`src/rtl/port_pin_pkg.sv`:
```
// Package: register map, field positions, reset values and counts
// for the port pin block; assumes a 32-bit APB with byte addresses.
package port_pin_pkg;

  // ==========================================================
  // Widths
  // ==========================================================
  localparam int PORT_W = 8;
  localparam int ADDR_W = 8;
  localparam int DATA_W = 32;

  // ==========================================================
  // Register byte offsets
  // ==========================================================
  localparam logic [7:0] OFF_DATA     = 8'h00;
  localparam logic [7:0] OFF_MODE     = 8'h04;
  localparam logic [7:0] OFF_BITOP    = 8'h08;
  localparam logic [7:0] OFF_IRQ_FLAG = 8'h0C;
  localparam logic [7:0] OFF_IRQ_MASK = 8'h10;
  localparam logic [7:0] OFF_STATUS   = 8'h14;

  // ==========================================================
  // Field positions
  // ==========================================================
  localparam int BITOP_IDX_LSB = 0;
  localparam int BITOP_VAL_BIT = 8;
  localparam int IRQ_A_PORT_BIT = 1;
  localparam int IRQ_B_PORT_BIT = 2;
  localparam int OPT_RESET_FN_BIT = 0;
  localparam int STAT_RUN_BIT = 0;
  localparam int STAT_RSTFN_BIT = 1;
  localparam int STAT_PIN_BIT = 2;

  // ==========================================================
  // Reset values
  // ==========================================================
  localparam logic [7:0] LATCH_RST = 8'h00;
  localparam logic [7:0] MODE_RST  = 8'hFF;
  localparam logic [1:0] FLAG_RST  = 2'h0;
  localparam logic [1:0] MASK_RST  = 2'h3;

  // ==========================================================
  // Counts
  // ==========================================================
  localparam logic [3:0] OPT_READ_CYCLES = 4'h4;

endpackage : port_pin_pkg

```
`src/rtl/port_pin_reset.sv`:
```
// Port with reset-time pull-downs, shared reset pin and
// external-interrupt-shared bits, reached over APB.
// Assumes an option byte that is stable once nrst is released.
`timescale 1ns/100ps

// Functional notes
// - While in reset the two oscillator/analog shared pins are pulled low.
// - The option byte makes the shared reset pin either a reset or a port.
// - Option read waits after release; a low reset pin keeps reset held.
// - An output-mode level change on an interrupt pin sets its flag.
// - A single-bit port write is a whole-byte read-modify-write.
module port_pin_reset
(
  input  wire logic                      sys_clk,
  input  wire logic                      nrst,
  input  wire logic                      psel,
  input  wire logic                      penable,
  input  wire logic                      pwrite,
  input  wire logic [port_pin_pkg::ADDR_W-1:0] paddr,
  input  wire logic [port_pin_pkg::DATA_W-1:0] pwdata,
  output logic      [port_pin_pkg::DATA_W-1:0] prdata,
  output logic                           pready,
  output logic                           pslverr,
  input  wire logic [port_pin_pkg::PORT_W-1:0] padIn,
  output logic      [port_pin_pkg::PORT_W-1:0] padOut,
  output logic      [port_pin_pkg::PORT_W-1:0] padOe,
  input  wire logic                      reset_shared_port_pin,
  input  wire logic [7:0]                optionByte,
  output logic                           osc_out_analog_shared_pin_pd,
  output logic                           osc_in_analog_shared_pin_pd,
  output logic                           coreRstN,
  output logic      [1:0]                irqRequest
);
  import port_pin_pkg::*;

  typedef enum logic [1:0] {ST_HOLD, ST_OPT, ST_RUN} run_state_e;
  run_state_e        state_q;
  logic [3:0]        optCnt_q;
  logic              optIsReset_q;
  logic [PORT_W-1:0] latch_q;
  logic [PORT_W-1:0] mode_q;
  logic [1:0]        flag_q;
  logic [1:0]        mask_q;
  logic [1:0]        prevLvl_q;
  logic [PORT_W:0]   syncAll;
  logic [PORT_W-1:0] pinSync;
  logic              rstPinSync;
  logic              running;
  logic              access;
  logic              wrEn;
  logic              mapped;
  logic [PORT_W-1:0] portView;
  logic [PORT_W-1:0] rmwByte;
  logic [2:0]        bitIdx;
  logic [1:0]        effLvl;
  logic [1:0]        irqEdge;
  logic [1:0]        flagClr;
  logic [DATA_W-1:0] rdMux;

  // ==========================================================
  // Pin synchronisers
  // ==========================================================
  port_pin_sync #(.W(PORT_W + 1)) u_sync (
    .sys_clk (sys_clk),
    .nrst    (nrst),
    .asyncIn ({reset_shared_port_pin, padIn}),
    .syncOut (syncAll)
  );

  assign pinSync    = syncAll[PORT_W-1:0];
  assign rstPinSync = syncAll[PORT_W];
  assign running    = (state_q == ST_RUN);

  // ==========================================================
  // Reset sequencing and option byte
  // ==========================================================
  always_ff @(posedge sys_clk or negedge nrst)
  begin
    if (!nrst)
    begin
      state_q  <= ST_HOLD;
      optCnt_q <= 4'h0;
    end
    else
    begin
      case (state_q)
        ST_HOLD:
        begin
          optCnt_q <= 4'h0;
          if (rstPinSync)
            state_q <= ST_OPT;
        end
        ST_OPT:
        begin
          if (!rstPinSync)
            optCnt_q <= 4'h0;
          else if (optCnt_q == OPT_READ_CYCLES - 4'h1)
            state_q <= ST_RUN;
          else
            optCnt_q <= optCnt_q + 4'h1;
        end
        ST_RUN:
        begin
          optCnt_q <= 4'h0;
          if (optIsReset_q && !rstPinSync)
            state_q <= ST_HOLD;
        end
        default:
          state_q <= ST_HOLD;
      endcase
    end
  end

  always_ff @(posedge sys_clk or negedge nrst)
  begin
    if (!nrst)
      optIsReset_q <= 1'b1;
    else if (state_q == ST_OPT && rstPinSync
             && optCnt_q == OPT_READ_CYCLES - 4'h1)
      optIsReset_q <= optionByte[OPT_RESET_FN_BIT];
  end

  // ==========================================================
  // Reset outputs and pull-downs
  // ==========================================================
  always_ff @(posedge sys_clk or negedge nrst)
  begin
    if (!nrst)
    begin
      coreRstN                     <= 1'b0;
      osc_out_analog_shared_pin_pd <= 1'b1;
      osc_in_analog_shared_pin_pd  <= 1'b1;
    end
    else
    begin
      coreRstN                     <= running;
      osc_out_analog_shared_pin_pd <= !running;
      osc_in_analog_shared_pin_pd  <= !running;
    end
  end

  // ==========================================================
  // APB decode
  // ==========================================================
  assign access = psel && penable;
  assign wrEn   = access && pwrite && pready && running;
  assign mapped = (paddr == OFF_DATA) || (paddr == OFF_MODE)
               || (paddr == OFF_BITOP) || (paddr == OFF_IRQ_FLAG)
               || (paddr == OFF_IRQ_MASK) || (paddr == OFF_STATUS);

  // Byte as seen by a port read: pin for inputs, latch for outputs
  assign portView = (pinSync & mode_q) | (latch_q & ~mode_q);
  assign bitIdx   = pwdata[BITOP_IDX_LSB +: 3];

  always_comb
  begin
    rmwByte         = portView;
    rmwByte[bitIdx] = pwdata[BITOP_VAL_BIT];
  end

  always_comb
  begin
    rdMux = '0;
    case (paddr)
      OFF_DATA:     rdMux[PORT_W-1:0] = portView;
      OFF_MODE:     rdMux[PORT_W-1:0] = mode_q;
      OFF_IRQ_FLAG: rdMux[1:0] = flag_q;
      OFF_IRQ_MASK: rdMux[1:0] = mask_q;
      OFF_STATUS:
      begin
        rdMux[STAT_RUN_BIT]   = running;
        rdMux[STAT_RSTFN_BIT] = optIsReset_q;
        rdMux[STAT_PIN_BIT]   = rstPinSync;
      end
      default:      rdMux = '0;
    endcase
  end

  always_ff @(posedge sys_clk or negedge nrst)
  begin
    if (!nrst)
    begin
      pready  <= 1'b0;
      prdata  <= '0;
      pslverr <= 1'b0;
    end
    else
    begin
      pready  <= access && !pready;
      prdata  <= (access && !pready && !pwrite) ? rdMux : '0;
      pslverr <= access && !pready && !mapped;
    end
  end

  // ==========================================================
  // Port latch and mode
  // ==========================================================
  always_ff @(posedge sys_clk or negedge nrst)
  begin
    if (!nrst)
      latch_q <= LATCH_RST;
    else if (!running)
      latch_q <= LATCH_RST;
    else if (wrEn && paddr == OFF_DATA)
      latch_q <= pwdata[PORT_W-1:0];
    else if (wrEn && paddr == OFF_BITOP)
      latch_q <= rmwByte;
  end

  always_ff @(posedge sys_clk or negedge nrst)
  begin
    if (!nrst)
      mode_q <= MODE_RST;
    else if (!running)
      mode_q <= MODE_RST;
    else if (wrEn && paddr == OFF_MODE)
      mode_q <= pwdata[PORT_W-1:0];
  end

  always_ff @(posedge sys_clk or negedge nrst)
  begin
    if (!nrst)
    begin
      padOut <= LATCH_RST;
      padOe  <= '0;
    end
    else
    begin
      padOut <= latch_q;
      padOe  <= running ? ~mode_q : '0;
    end
  end

  // ==========================================================
  // External interrupt flags
  // ==========================================================
  assign effLvl  = {portView[IRQ_B_PORT_BIT], portView[IRQ_A_PORT_BIT]};
  assign irqEdge = running ? (effLvl ^ prevLvl_q) : 2'h0;
  assign flagClr = (wrEn && paddr == OFF_IRQ_FLAG) ? pwdata[1:0] : 2'h0;

  always_ff @(posedge sys_clk or negedge nrst)
  begin
    if (!nrst)
      prevLvl_q <= 2'h3;
    else
      prevLvl_q <= effLvl;
  end
  always_ff @(posedge sys_clk or negedge nrst)
  begin
    if (!nrst)
      flag_q <= FLAG_RST;
    else if (!running)
      flag_q <= FLAG_RST;
    else
      flag_q <= (flag_q & ~flagClr) | irqEdge;
  end
  always_ff @(posedge sys_clk or negedge nrst)
  begin
    if (!nrst)
      mask_q <= MASK_RST;
    else if (!running)
      mask_q <= MASK_RST;
    else if (wrEn && paddr == OFF_IRQ_MASK)
      mask_q <= pwdata[1:0];
  end
  always_ff @(posedge sys_clk or negedge nrst)
  begin
    if (!nrst)
      irqRequest <= 2'h0;
    else
      irqRequest <= flag_q & ~mask_q;
  end

  // ==========================================================
  // Assertions
  // ==========================================================
  property p_pulldown;
    @(posedge sys_clk) disable iff (!nrst)
    !running |=> osc_out_analog_shared_pin_pd && osc_in_analog_shared_pin_pd
                 && !coreRstN;
  endproperty
  a_pulldown: assert property (p_pulldown)
    else $error("pull-downs not active in reset");
  property p_port_mode_no_reset;
    @(posedge sys_clk) disable iff (!nrst)
    running && !optIsReset_q |=> running;
  endproperty
  a_port_mode_no_reset: assert property (p_port_mode_no_reset)
    else $error("port-mode pin caused a reset");
  property p_reset_mode;
    @(posedge sys_clk) disable iff (!nrst)
    running && optIsReset_q && !rstPinSync
      |=> state_q == ST_HOLD ##1 !coreRstN;
  endproperty
  a_reset_mode: assert property (p_reset_mode)
    else $error("reset pin low did not reset");
  property p_opt_hold;
    @(posedge sys_clk) disable iff (!nrst)
    state_q == ST_OPT && !rstPinSync |=> state_q == ST_OPT && optCnt_q == 4'h0;
  endproperty
  a_opt_hold: assert property (p_opt_hold)
    else $error("reset released while pin low");
  property p_opt_len;
    @(posedge sys_clk) disable iff (!nrst)
    $rose(running) |-> $past(state_q, 4) == ST_OPT;
  endproperty
  a_opt_len: assert property (p_opt_len)
    else $error("option read too short");
  property p_irq_edge;
    @(posedge sys_clk) disable iff (!nrst)
    running && $changed(latch_q[IRQ_A_PORT_BIT]) && !mode_q[IRQ_A_PORT_BIT]
      && $stable(mode_q) ##0 !flagClr[0] |=> flag_q[0];
  endproperty
  a_irq_edge: assert property (p_irq_edge)
    else $error("output change did not set flag");
  property p_flag_sticky;
    @(posedge sys_clk) disable iff (!nrst)
    running && flag_q[1] && !flagClr[1] |=> flag_q[1] || !running;
  endproperty
  a_flag_sticky: assert property (p_flag_sticky)
    else $error("flag lost without clear");
  property p_mask_gate;
    @(posedge sys_clk) disable iff (!nrst)
    flag_q[0] && mask_q[0] |=> !irqRequest[0];
  endproperty
  a_mask_gate: assert property (p_mask_gate)
    else $error("masked flag raised request");
  property p_bitop;
    @(posedge sys_clk) disable iff (!nrst)
    running && wrEn && paddr == OFF_BITOP |=> latch_q == $past(rmwByte)
      ##1 padOut == $past(latch_q);
  endproperty
  a_bitop: assert property (p_bitop)
    else $error("bit write not byte-wide");

endmodule : port_pin_reset

```
`src/rtl/port_pin_sync.sv`:
```
// Two-flop synchroniser for a bundle of pin levels.
// Assumes each bit is an independent level from outside sys_clk.
`timescale 1ns/100ps
module port_pin_sync #(
  parameter int W = 9
) (
  input  wire logic         sys_clk,
  input  wire logic         nrst,
  input  wire logic [W-1:0] asyncIn,
  output logic      [W-1:0] syncOut
);

  logic [W-1:0] meta_q;

  // ==========================================================
  // Synchroniser stages
  // ==========================================================
  always_ff @(posedge sys_clk or negedge nrst)
  begin
    if (!nrst)
    begin
      meta_q  <= '1;
      syncOut <= '1;
    end
    else
    begin
      meta_q  <= asyncIn;
      syncOut <= meta_q;
    end
  end

endmodule : port_pin_sync

```
`config.mk`:
```
export PLATFORM = sky130hd
export DESIGN_NAME = port_pin_reset
export DESIGN_NICKNAME = d
export VERILOG_FILES = /design/src/rtl/port_pin_pkg.sv /design/src/rtl/port_pin_reset.sv /design/src/rtl/port_pin_sync.sv
export SDC_FILE = /design/constraint.sdc
export NUM_CORES = 1
export LEC_CHECK = 0
export BUFFER_PORTS_ARGS = -buffer_cell sky130_fd_sc_hd__buf_2
export CORE_UTILIZATION = 53
export CTS_BUF_LIST = sky130_fd_sc_hd__clkbuf_4 sky130_fd_sc_hd__clkbuf_8 sky130_fd_sc_hd__clkbuf_16
export CTS_CLUSTER_DIAMETER = 150
export DETAILED_ROUTE_END_ITERATION = 7
export GPL_TIMING_DRIVEN = 0
export PLACE_DENSITY = 0.84
export SLEW_MARGIN = 40
export SYNTH_ARGS = -nofsm -noshare
export SYNTH_HDL_FRONTEND = slang
export SYNTH_SLANG_ARGS = --single-unit
```
`constraint.sdc`:
```
create_clock -name sys_clk -period 4.4 [get_ports sys_clk]
set_input_delay 0.88 -clock sys_clk [delete_from_list [all_inputs] [get_ports sys_clk]]
set_output_delay 0.88 -clock sys_clk [all_outputs]
set_load 0.05 [all_outputs]
```
==> impl_metrics.prom, run 1 <==
# TYPE chip_impl_metric gauge
chip_impl_info{name="yosys-top-cells-count",value="sky130_fd_sc_hd__dfrtp_1, sky130_fd_sc_hd__nand2_1, sky130_fd_sc_hd__dfstp_2"} 1
chip_impl_info{name="critPathCapture",value="latch_q[6]"} 1
chip_impl_metric{name="worstRegToRegCells",unit=""} 5
chip_impl_info{name="path_delay_family",value="simple AND/OR/NAND/NOR gates"} 1
chip_impl_metric{name="sequential_cell_area",unit="mm^2"} 0.001967
chip_impl_metric{name="leakage_power",unit="nW"} 2.048
chip_impl_metric{name="postSynthRegisterBits",unit=""} 77
chip_impl_metric{name="setup-tns-final",unit="ns"} 0
chip_impl_metric{name="postSynth.asyncResetShare",unit="%"} 100.0
chip_impl_metric{name="worst_slew_pin_slew",unit="ns"} 0.5683
chip_impl_metric{name="detail_route.vias_per_cell",unit=""} 5.235
chip_impl_metric{name="synth_cells",unit=""} 282
chip_impl_metric{name="n_antenna_cell",unit=""} 0
chip_impl_metric{name="total_power",unit="mW"} 1.484
chip_impl_metric{name="number_of_global_route_vias_before_repair",unit=""} 2292
chip_impl_metric{name="syn_to_final_growth",unit="%"} 21.47
chip_impl_metric{name="max-clock-path-buffers",unit=""} 2
chip_impl_metric{name="numCtsBuffers",unit=""} 9
chip_impl_metric{name="yosysTopAreaCellShare",unit="%"} 33.78
chip_impl_metric{name="detailedRoute.firstIterationViolations",unit=""} 146
chip_impl_metric{name="cp.buffers_inverters",unit=""} 1
chip_impl_metric{name="dp_wirelength",unit="mm"} 4.855
chip_impl_metric{name="post_cts.resized_instances",unit=""} 0
chip_impl_info{name="cts.root.buffer_cell",value="sky130_fd_sc_hd__clkbuf_8"} 1
chip_impl_metric{name="synthesis.area",unit="mm^2"} 0.003333
chip_impl_info{name="synthDominantAreaCellType",value="sky130_fd_sc_hd__dfrtp_1"} 1
chip_impl_metric{name="ys_types",unit=""} 48
chip_impl_metric{name="chipHeight",unit="um"} 81.31
chip_impl_info{name="post_synth_main_area_contributors",value="sky130_fd_sc_hd__dfrtp_1, sky130_fd_sc_hd__dfstp_2, sky130_fd_sc_hd__buf_4"} 1
chip_impl_metric{name="clk_pin_slew_worst_paths",unit="ns"} 0.08
chip_impl_info{name="crit_path_start",value="paddr[4]"} 1
chip_impl_metric{name="die_area",unit="mm^2"} 0.006611
chip_impl_metric{name="final_layout_size_suffix_gt1_share",unit="%"} 41.99
chip_impl_info{name="r2r-start",value="state_q[0]"} 1
chip_impl_metric{name="yosysSeqAreaShare",unit="%"} 59.01
chip_impl_metric{name="place.port_buffers",unit=""} 59
chip_impl_metric{name="worst-endpoint-required",unit="ns"} 4.61
chip_impl_metric{name="totalWireLength",unit="mm"} 6.783
chip_impl_metric{name="cts-hold-fix-buffers",unit=""} 0
chip_impl_metric{name="std_cell_rows",unit=""} 28
chip_impl_metric{name="layout_worst_path_cycle_share",unit="%"} 52.72
chip_impl_info{name="reg2reg_to",value="latch_q[1]"} 1
chip_impl_metric{name="filler_cell_count",unit=""} 444
chip_impl_metric{name="remaining_overflow_grt",unit=""} 0
chip_impl_metric{name="rrSetupSlack",unit="ns"} 2.26
chip_impl_info{name="run_status",value="complete, no violations"} 1
chip_impl_metric{name="timing_hold_violations_final",unit=""} 0
chip_impl_metric{name="average_wire_per_standard_cell",unit="um"} 14.88
chip_impl_info{name="cts_tree",value="built"} 1
chip_impl_metric{name="maxClockFrequency",unit="MHz"} 431.1
chip_impl_metric{name="synth-edff-count",unit=""} 0
chip_impl_metric{name="finalSetupViolations",unit=""} 0
chip_impl_metric{name="maximum_number_of_pins_on_one_net_before_global_route_repair",unit=""} 60
chip_impl_metric{name="number_of_cells_on_the_critical_path",unit=""} 6
chip_impl_info{name="worstSetupStartpointType",value="primary input"} 1
chip_impl_metric{name="critical-path-max-stage-delay",unit="ns"} 0.59
chip_impl_info{name="unrepaired_setup_endpoints_after_global_routing",value="false"} 1
chip_impl_metric{name="wire_length_of_the_first_global_routing_pass",unit="mm"} 10.86
chip_impl_metric{name="route.vias.total",unit=""} 2387
chip_impl_metric{name="postCtsSetupBuffers",unit=""} 0
chip_impl_metric{name="first_pass_iters",unit=""} 4
chip_impl_metric{name="worst_ir_drop_vdd",unit="mV"} 0.2230
chip_impl_metric{name="initial_standard_cell_utilization_of_the_core",unit="%"} 55.64
chip_impl_metric{name="max-cap-violations",unit=""} 0
chip_impl_info{name="worst_setup_path_class",value="in -> reg"} 1
chip_impl_metric{name="die_width",unit="um"} 81.31
chip_impl_metric{name="max_slew_margin",unit="%"} 61.80
chip_impl_metric{name="multiInputGateArea",unit="mm^2"} 0.001212
chip_impl_metric{name="cts_htree_levels",unit=""} 3
chip_impl_metric{name="synthesis.yosys.warnings",unit=""} 0
chip_impl_metric{name="grt_antenna_before_repair",unit=""} 0
chip_impl_info{name="synth_top_flop_cell",value="sky130_fd_sc_hd__dfrtp_1"} 1
chip_impl_info{name="critical_path.endpoint_type",value="flop"} 1
chip_impl_metric{name="design.core.area",unit="mm^2"} 0.005991
chip_impl_metric{name="total_i_o_pin_count",unit=""} 117
chip_impl_metric{name="layout.nets",unit=""} 439
chip_impl_metric{name="tritoncts_num_sinks",unit=""} 77
chip_impl_info{name="worstPathCellList",value="buf_6 > or4_4 > nor3_4 > nand2_4 > mux2i_1 > o21ai_1"} 1
chip_impl_metric{name="critical_path_peak_fanout",unit=""} 8
chip_impl_metric{name="drt.antenna.violating_nets",unit=""} 0
chip_impl_info{name="synth.most_common_cell",value="sky130_fd_sc_hd__dfrtp_1"} 1
chip_impl_metric{name="cellPowerDensity",unit="mW/mm^2"} 366.6
chip_impl_info{name="hold_path_class",value="in -> async"} 1
chip_impl_metric{name="avgSynthCellArea",unit="um^2"} 11.82
chip_impl_metric{name="gpl.final_weighted_congestion",unit=""} 0.7935
chip_impl_metric{name="final.min_clock_period",unit="ns"} 2.320
chip_impl_metric{name="globalRouteTotalUtil",unit="%"} 22.72
chip_impl_metric{name="critPathArrivalTime",unit="ns"} 2.53
chip_impl_metric{name="final_max_slew_viol_count",unit=""} 0
chip_impl_metric{name="worst_skew_pair.late_latency",unit="ns"} 0.33
chip_impl_info{name="critical_path.slowest_cell",value="sky130_fd_sc_hd__or4_4"} 1
chip_impl_metric{name="fin_worst_skew",unit="ns"} 0.007346
chip_impl_metric{name="remaining_drc_errors",unit=""} 0
-- worst min-delay path by stage --
| stage | depth (start not counted) | slack (ns) | from | to |
|---|---|---|---|---|
| 2_1_floorplan | 0 | 0.35 | u_sync.meta_q[0] | u_sync.syncOut[0] |
| 3_5_place_dp | 0 | 0.35 | u_sync.meta_q[3] | u_sync.syncOut[3] |
| 4_1_cts | 1 | 0.36 | nrst | prdata[6] |
| 6_report | 1 | 0.36 | nrst | prdata[6] |
| 5_1_grt | 1 | 0.36 | nrst | prdata[6] |
| 3_3_place_gp | 0 | 0.35 | u_sync.meta_q[7] | u_sync.syncOut[7] |
-- through the flow --
| stage | setup slack [ns] | util [%] | hold WS [ns] | area [um^2] | cells |
|---|---|---|---|---|---|
| after global routing | 1.959 | 67.59 | 0.3556 | 4049 | 456 |
| after floorplan | 1.998 | - | 0.3452 | 3420 | 305 |
| final | 2.080 | 67.59 | 0.3575 | 4049 | 456 |
| after global placement | 1.751 | 63.58 | 0.3457 | 3809 | 439 |
| after CTS | 2.086 | 67.48 | 0.3575 | 4043 | 456 |
| after detailed placement | 1.731 | 64.14 | 0.3472 | 3842 | 440 |
-- cell families after synthesis --
| group | Yosys count | share of synthesized area, % |
|---|---|---|
| AOI/OAI and AO/OA | 40 | 7.770 |
| xor gates and xnor gates | 2 | 0.5256 |
| adders and majority gates | 1 | 0.3753 |
| buffers and inverters | 38 | 7.395 |
| DFF | 77 | 59.01 |
| muxes | 26 | 8.859 |
| other | 1 | 0.1125 |
| and+or+nand+nor | 97 | 15.95 |
-- state kept, by name, indices dropped and copies added (netlist names), 2 cells and up --
register and flops:
state_q 2, prdata 8, padOut 8, mask_q 2, u_sync.syncOut 9, irqRequest 2
mode_q 8, padOe 8, latch_q 8, optCnt_q 4, u_sync.meta_q 9, flag_q 2
prevLvl_q 2
-- report_power, final --
part | internal [mW] | total [mW] | leakage [nW] | switching, mW
clock network | 0.276 | 0.527 | 0.106 | 0.251
logic | 0.0718 | 0.188 | 0.985 | 0.116
registers | 0.748 | 0.770 | 0.957 | 0.0218
total | 1.10 | 1.48 | 2.05 | 0.388
-- layer usage --
layer	wire length [um]	track usage, %	vias up	share of wire (%)
met4	120	11.96	0	1.8
met2	3384	35.83	109	50
met3	559	5.281	14	8.2
met1	2718	29.07	1143	40
met5	0	0	-	0
li1	-	-	1121	-
-- area by class of cell --
cell class	instances	area share [%]
Clock buffer	10	3.399
Tap cell	75	2.318
Sequential cell	77	48.58
Inverter	3	0.2781
Timing Repair Buffer	60	8.127
Buffer	35	5.810
Multi-Input combinational cell	190	29.94
Clock inverter	6	1.545
-- placed cells by master, fill, tap and decap left out, drive strengths merged, types with 3 or more instances in the layout --
cell and n:
inv 3, nor3 8, clkbuf 15, nor2b 5, dfrtp 45, nand3b 5
o21ai 13, a21boi 3, conb 24, a21oi 5, dfstp 32, a22oi 7
nand2 34, mux2 15, buf 90, or3 3, mux2i 10, nand3 12
clkinv 5, nor2 19
No activity file was read; power rests on OpenSTA's default activity.
==> run 2: changes to the inputs <==
Settings changed: ABC_AREA set to 1, CORE_UTILIZATION 53 to 50, PLACE_DENSITY 0.84 to 0.79.
Clock period 4.4 ns to 2.2 ns, I/O delays scaled along.
==> run 2 against run 1 <==
  * Clock skew is 0.0021 ns higher
  * Register-to-register slack worse by 1.7 ns
  * Synthesized area is 5.9% higher
  * Hold slack worse by 0.18 ns
  * Critical path type is now reg -> out
  * Critical endpoint is now osc_out_analog_shared_pin_pd
==> impl_metrics.prom, run 2 <==
# TYPE chip_impl_metric gauge
chip_impl_metric{name="average_wire_per_standard_cell",unit="um"} 12.38
chip_impl_metric{name="worst_skew_pair.late_latency",unit="ns"} 0.35
chip_impl_info{name="layout_commonest_cell",value="sky130_fd_sc_hd__nand2_1"} 1
chip_impl_metric{name="chipHeight",unit="um"} 86.04
chip_impl_metric{name="cts-hold-fix-buffers",unit=""} 1
chip_impl_info{name="synth_top_flop_cell",value="sky130_fd_sc_hd__dfrtp_1"} 1
chip_impl_metric{name="max-clock-path-buffers",unit=""} 2
chip_impl_metric{name="leakage_power",unit="nW"} 2.291
chip_impl_metric{name="dpl_worst_slack",unit="ns"} 0.3880
chip_impl_metric{name="grt_antenna_before_repair",unit=""} 0
chip_impl_metric{name="postLayoutSetupSlackWorst",unit="ns"} 0.5558
chip_impl_info{name="synthDominantAreaCellType",value="sky130_fd_sc_hd__dfrtp_1"} 1
chip_impl_metric{name="fin_area",unit="mm^2"} 0.004244
chip_impl_metric{name="critPathArrivalTime",unit="ns"} 1.20
chip_impl_metric{name="fin_worst_skew",unit="ns"} 0.009471
chip_impl_metric{name="cellPowerDensity",unit="mW/mm^2"} 687.3
chip_impl_metric{name="post_cts.resized_instances",unit=""} 0
chip_impl_metric{name="critical_path_peak_fanout",unit=""} 2
chip_impl_metric{name="ys_types",unit=""} 23
chip_impl_metric{name="synth_cells",unit=""} 402
chip_impl_info{name="worstSetupStartpointType",value="flop"} 1
chip_impl_metric{name="postSynthRegisterBits",unit=""} 77
chip_impl_metric{name="synthesis.yosys.warnings",unit=""} 0
chip_impl_info{name="cts.root.buffer_cell",value="sky130_fd_sc_hd__clkbuf_8"} 1
chip_impl_info{name="worstPathCellList",value="buf_4 > buf_2"} 1
chip_impl_metric{name="final_layout_size_suffix_gt1_share",unit="%"} 30.88
chip_impl_metric{name="total_i_o_pin_count",unit=""} 117
chip_impl_metric{name="gpl.final_weighted_congestion",unit=""} 0.9359
chip_impl_metric{name="avgSynthCellArea",unit="um^2"} 8.783
chip_impl_metric{name="worst-endpoint-required",unit="ns"} 1.76
chip_impl_metric{name="number_of_global_route_vias_before_repair",unit=""} 2733
chip_impl_metric{name="final_max_slew_viol_count",unit=""} 0
chip_impl_info{name="biggestRegsByFlops",value="u_sync.meta_q (9), u_sync.syncOut (9)"} 1
chip_impl_metric{name="worst_slew_pin_slew",unit="ns"} 0.5932
chip_impl_metric{name="postPlaceCellArea",unit="mm^2"} 0.004059
chip_impl_metric{name="initial_standard_cell_utilization_of_the_core",unit="%"} 51.97
chip_impl_info{name="run_status",value="complete, no violations"} 1
chip_impl_metric{name="cts_htree_levels",unit=""} 3
chip_impl_info{name="maxUsedRoutingLayer",value="met4"} 1
chip_impl_metric{name="die_width",unit="um"} 86.04
chip_impl_info{name="yosys-top-cells-count",value="sky130_fd_sc_hd__nand2_1, sky130_fd_sc_hd__inv_1, sky130_fd_sc_hd__dfrtp_1"} 1
chip_impl_metric{name="critical-path-max-stage-delay",unit="ns"} 0.53
chip_impl_metric{name="yosysSeqAreaShare",unit="%"} 55.71
chip_impl_info{name="mostFrequentLayoutCells",value="sky130_fd_sc_hd__nand2_1, sky130_fd_sc_hd__buf_2, sky130_fd_sc_hd__inv_1"} 1
chip_impl_metric{name="postCtsSetupBuffers",unit=""} 0
chip_impl_metric{name="drt-met1-wl",unit="mm"} 3.109
chip_impl_metric{name="detail_route.vias_per_cell",unit=""} 4.769
chip_impl_info{name="post_synth_main_area_contributors",value="sky130_fd_sc_hd__dfrtp_1, sky130_fd_sc_hd__dfstp_2, sky130_fd_sc_hd__nand2_1"} 1
chip_impl_metric{name="layout_worst_path_cycle_share",unit="%"} 74.74
chip_impl_metric{name="setup-tns-final",unit="ns"} 0
chip_impl_info{name="worst_setup_path_class",value="reg -> out"} 1
chip_impl_info{name="critical_path.slowest_cell",value="sky130_fd_sc_hd__dfstp_2"} 1
chip_impl_metric{name="final_core_util",unit="%"} 62.47
chip_impl_metric{name="std_cell_rows",unit=""} 30
chip_impl_metric{name="remaining_overflow_grt",unit=""} 0
chip_impl_info{name="cts_tree",value="built"} 1
chip_impl_metric{name="first_pass_iters",unit=""} 5
chip_impl_info{name="r2r-start",value="state_q[0]"} 1
chip_impl_metric{name="wl_met2",unit="mm"} 3.669
chip_impl_metric{name="timing_hold_violations_final",unit=""} 0
chip_impl_metric{name="max_slew_margin",unit="%"} 60.03
chip_impl_metric{name="globalRouteTotalUtil",unit="%"} 22.21
chip_impl_metric{name="detailedRoute.firstIterationViolations",unit=""} 264
chip_impl_metric{name="synthesis.area",unit="mm^2"} 0.003531
chip_impl_metric{name="postSynth.asyncResetShare",unit="%"} 100.0
chip_impl_info{name="timing.hold.worst.start",value="padIn[5]"} 1
chip_impl_info{name="crit_path_start",value="osc_in_analog_shared_pin_pd"} 1
chip_impl_metric{name="route.vias.total",unit=""} 2852
chip_impl_metric{name="place.port_buffers",unit=""} 59
chip_impl_info{name="hold_path_class",value="in -> reg"} 1
chip_impl_metric{name="syn_to_final_growth",unit="%"} 20.20
chip_impl_metric{name="maxClockFrequency",unit="MHz"} 608.2
chip_impl_metric{name="numCtsBuffers",unit=""} 9
chip_impl_metric{name="dp_wirelength",unit="mm"} 5.357
chip_impl_metric{name="layout.nets",unit=""} 560
chip_impl_metric{name="n_antenna_cell",unit=""} 0
chip_impl_metric{name="finalSetupViolations",unit=""} 0
chip_impl_metric{name="max-cap-violations",unit=""} 0
chip_impl_metric{name="tritoncts_num_sinks",unit=""} 77
chip_impl_metric{name="worst_ir_drop_vdd",unit="mV"} 0.2639
chip_impl_metric{name="totalWireLength",unit="mm"} 7.405
chip_impl_metric{name="synth-edff-count",unit=""} 0
chip_impl_metric{name="die_area",unit="mm^2"} 0.007402
chip_impl_metric{name="design.core.area",unit="mm^2"} 0.006794
chip_impl_metric{name="clk_pin_slew_worst_paths",unit="ns"} 0.08
chip_impl_metric{name="drt.antenna.violating_nets",unit=""} 0
chip_impl_info{name="synth.most_common_cell",value="sky130_fd_sc_hd__nand2_1"} 1
chip_impl_metric{name="final.min_clock_period",unit="ns"} 1.644
chip_impl_metric{name="remaining_drc_errors",unit=""} 0
chip_impl_metric{name="met3_wirelength",unit="um"} 417
chip_impl_metric{name="maximum_number_of_pins_on_one_net_before_global_route_repair",unit=""} 44
chip_impl_metric{name="yosysTopAreaCellShare",unit="%"} 31.89
chip_impl_metric{name="wire_length_of_the_first_global_routing_pass",unit="mm"} 12.63
chip_impl_info{name="unrepaired_setup_endpoints_after_global_routing",value="false"} 1
chip_impl_info{name="critical_path.endpoint_type",value="primary output"} 1
==> run 2: final timing paths <==
kind,slack (ns),cells past startpoint,endpoint
worst max-delay path,0.56,2,osc_out_analog_shared_pin_pd
worst min-delay path,0.18,1,u_sync.meta_q[5]
max in group asynchronous,1.09,3,mode_q[6]
worst max register to register,0.56,8,mode_q[0]
worst min register to register,0.36,0,u_sync.syncOut[8]
min in group asynchronous,0.53,2,flag_q[0]
==> run 2: kinds of logic (layout without fill, tap and decap cells) <==
| kind of cell | Yosys count | count (layout) | share of synthesized area [%] |
|---|---|---|---|
| XOR/XNOR | 4 | 4 | 0.9924 |
| buffers and inverters | 82 | 159 | 11.91 |
| AND/OR/NAND/NOR | 195 | 195 | 24.31 |
| flip-flops | 77 | 77 | 55.71 |
| AO/OA/AOI/OAI | 42 | 42 | 6.627 |
| adder cells (fa/ha/maj) | 1 | 1 | 0.3543 |
| other | 1 | 24 | 0.1062 |
==> run 2: metrics by stage <==
stage	power (mW)	hold slack, ns	std cells
floorplan	1.870	0.1444	425
global placement	1.962	0.3455	580
detailed placement	1.992	0.3456	581
CTS	2.942	0.1639	598
global route	3.064	0.1469	598
finish	2.917	0.1762	598
==> run 2: worst max-delay path: cells and delay by family (launching register included) <==
family,cells,cell delay (ns)
buf+inv,2,0.33
flops,1,0.53
==> run 2: cell type report <==
class                      count  area [um^2]
clock buffer                  10        137.6
fill                         582         2550
multi-input combinational    266         1230
inverter                      47        176.4
tap                           96        120.1
sequential                    77         1967
buffer                        35        244.0
clock inverter                 6        37.54
timing repair buffer          61        331.6
==> run 2: report_power, final <==
| part | internal (mW) | switching (mW) | leakage [nW] | total (mW) |
|---|---|---|---|---|
| registers | 1.51 | 0.0548 | 0.957 | 1.56 |
| clock network | 0.438 | 0.508 | 0.0962 | 0.945 |
| logic | 0.128 | 0.283 | 1.24 | 0.411 |
==> run 2: routing by layer <==
layer  up-vias  global-route usage, %
met3        18                  5.967
met2       107                  35.06
met1      1319                  27.74
met4         0                  12.27
met5         -                      0
li1       1408                      -
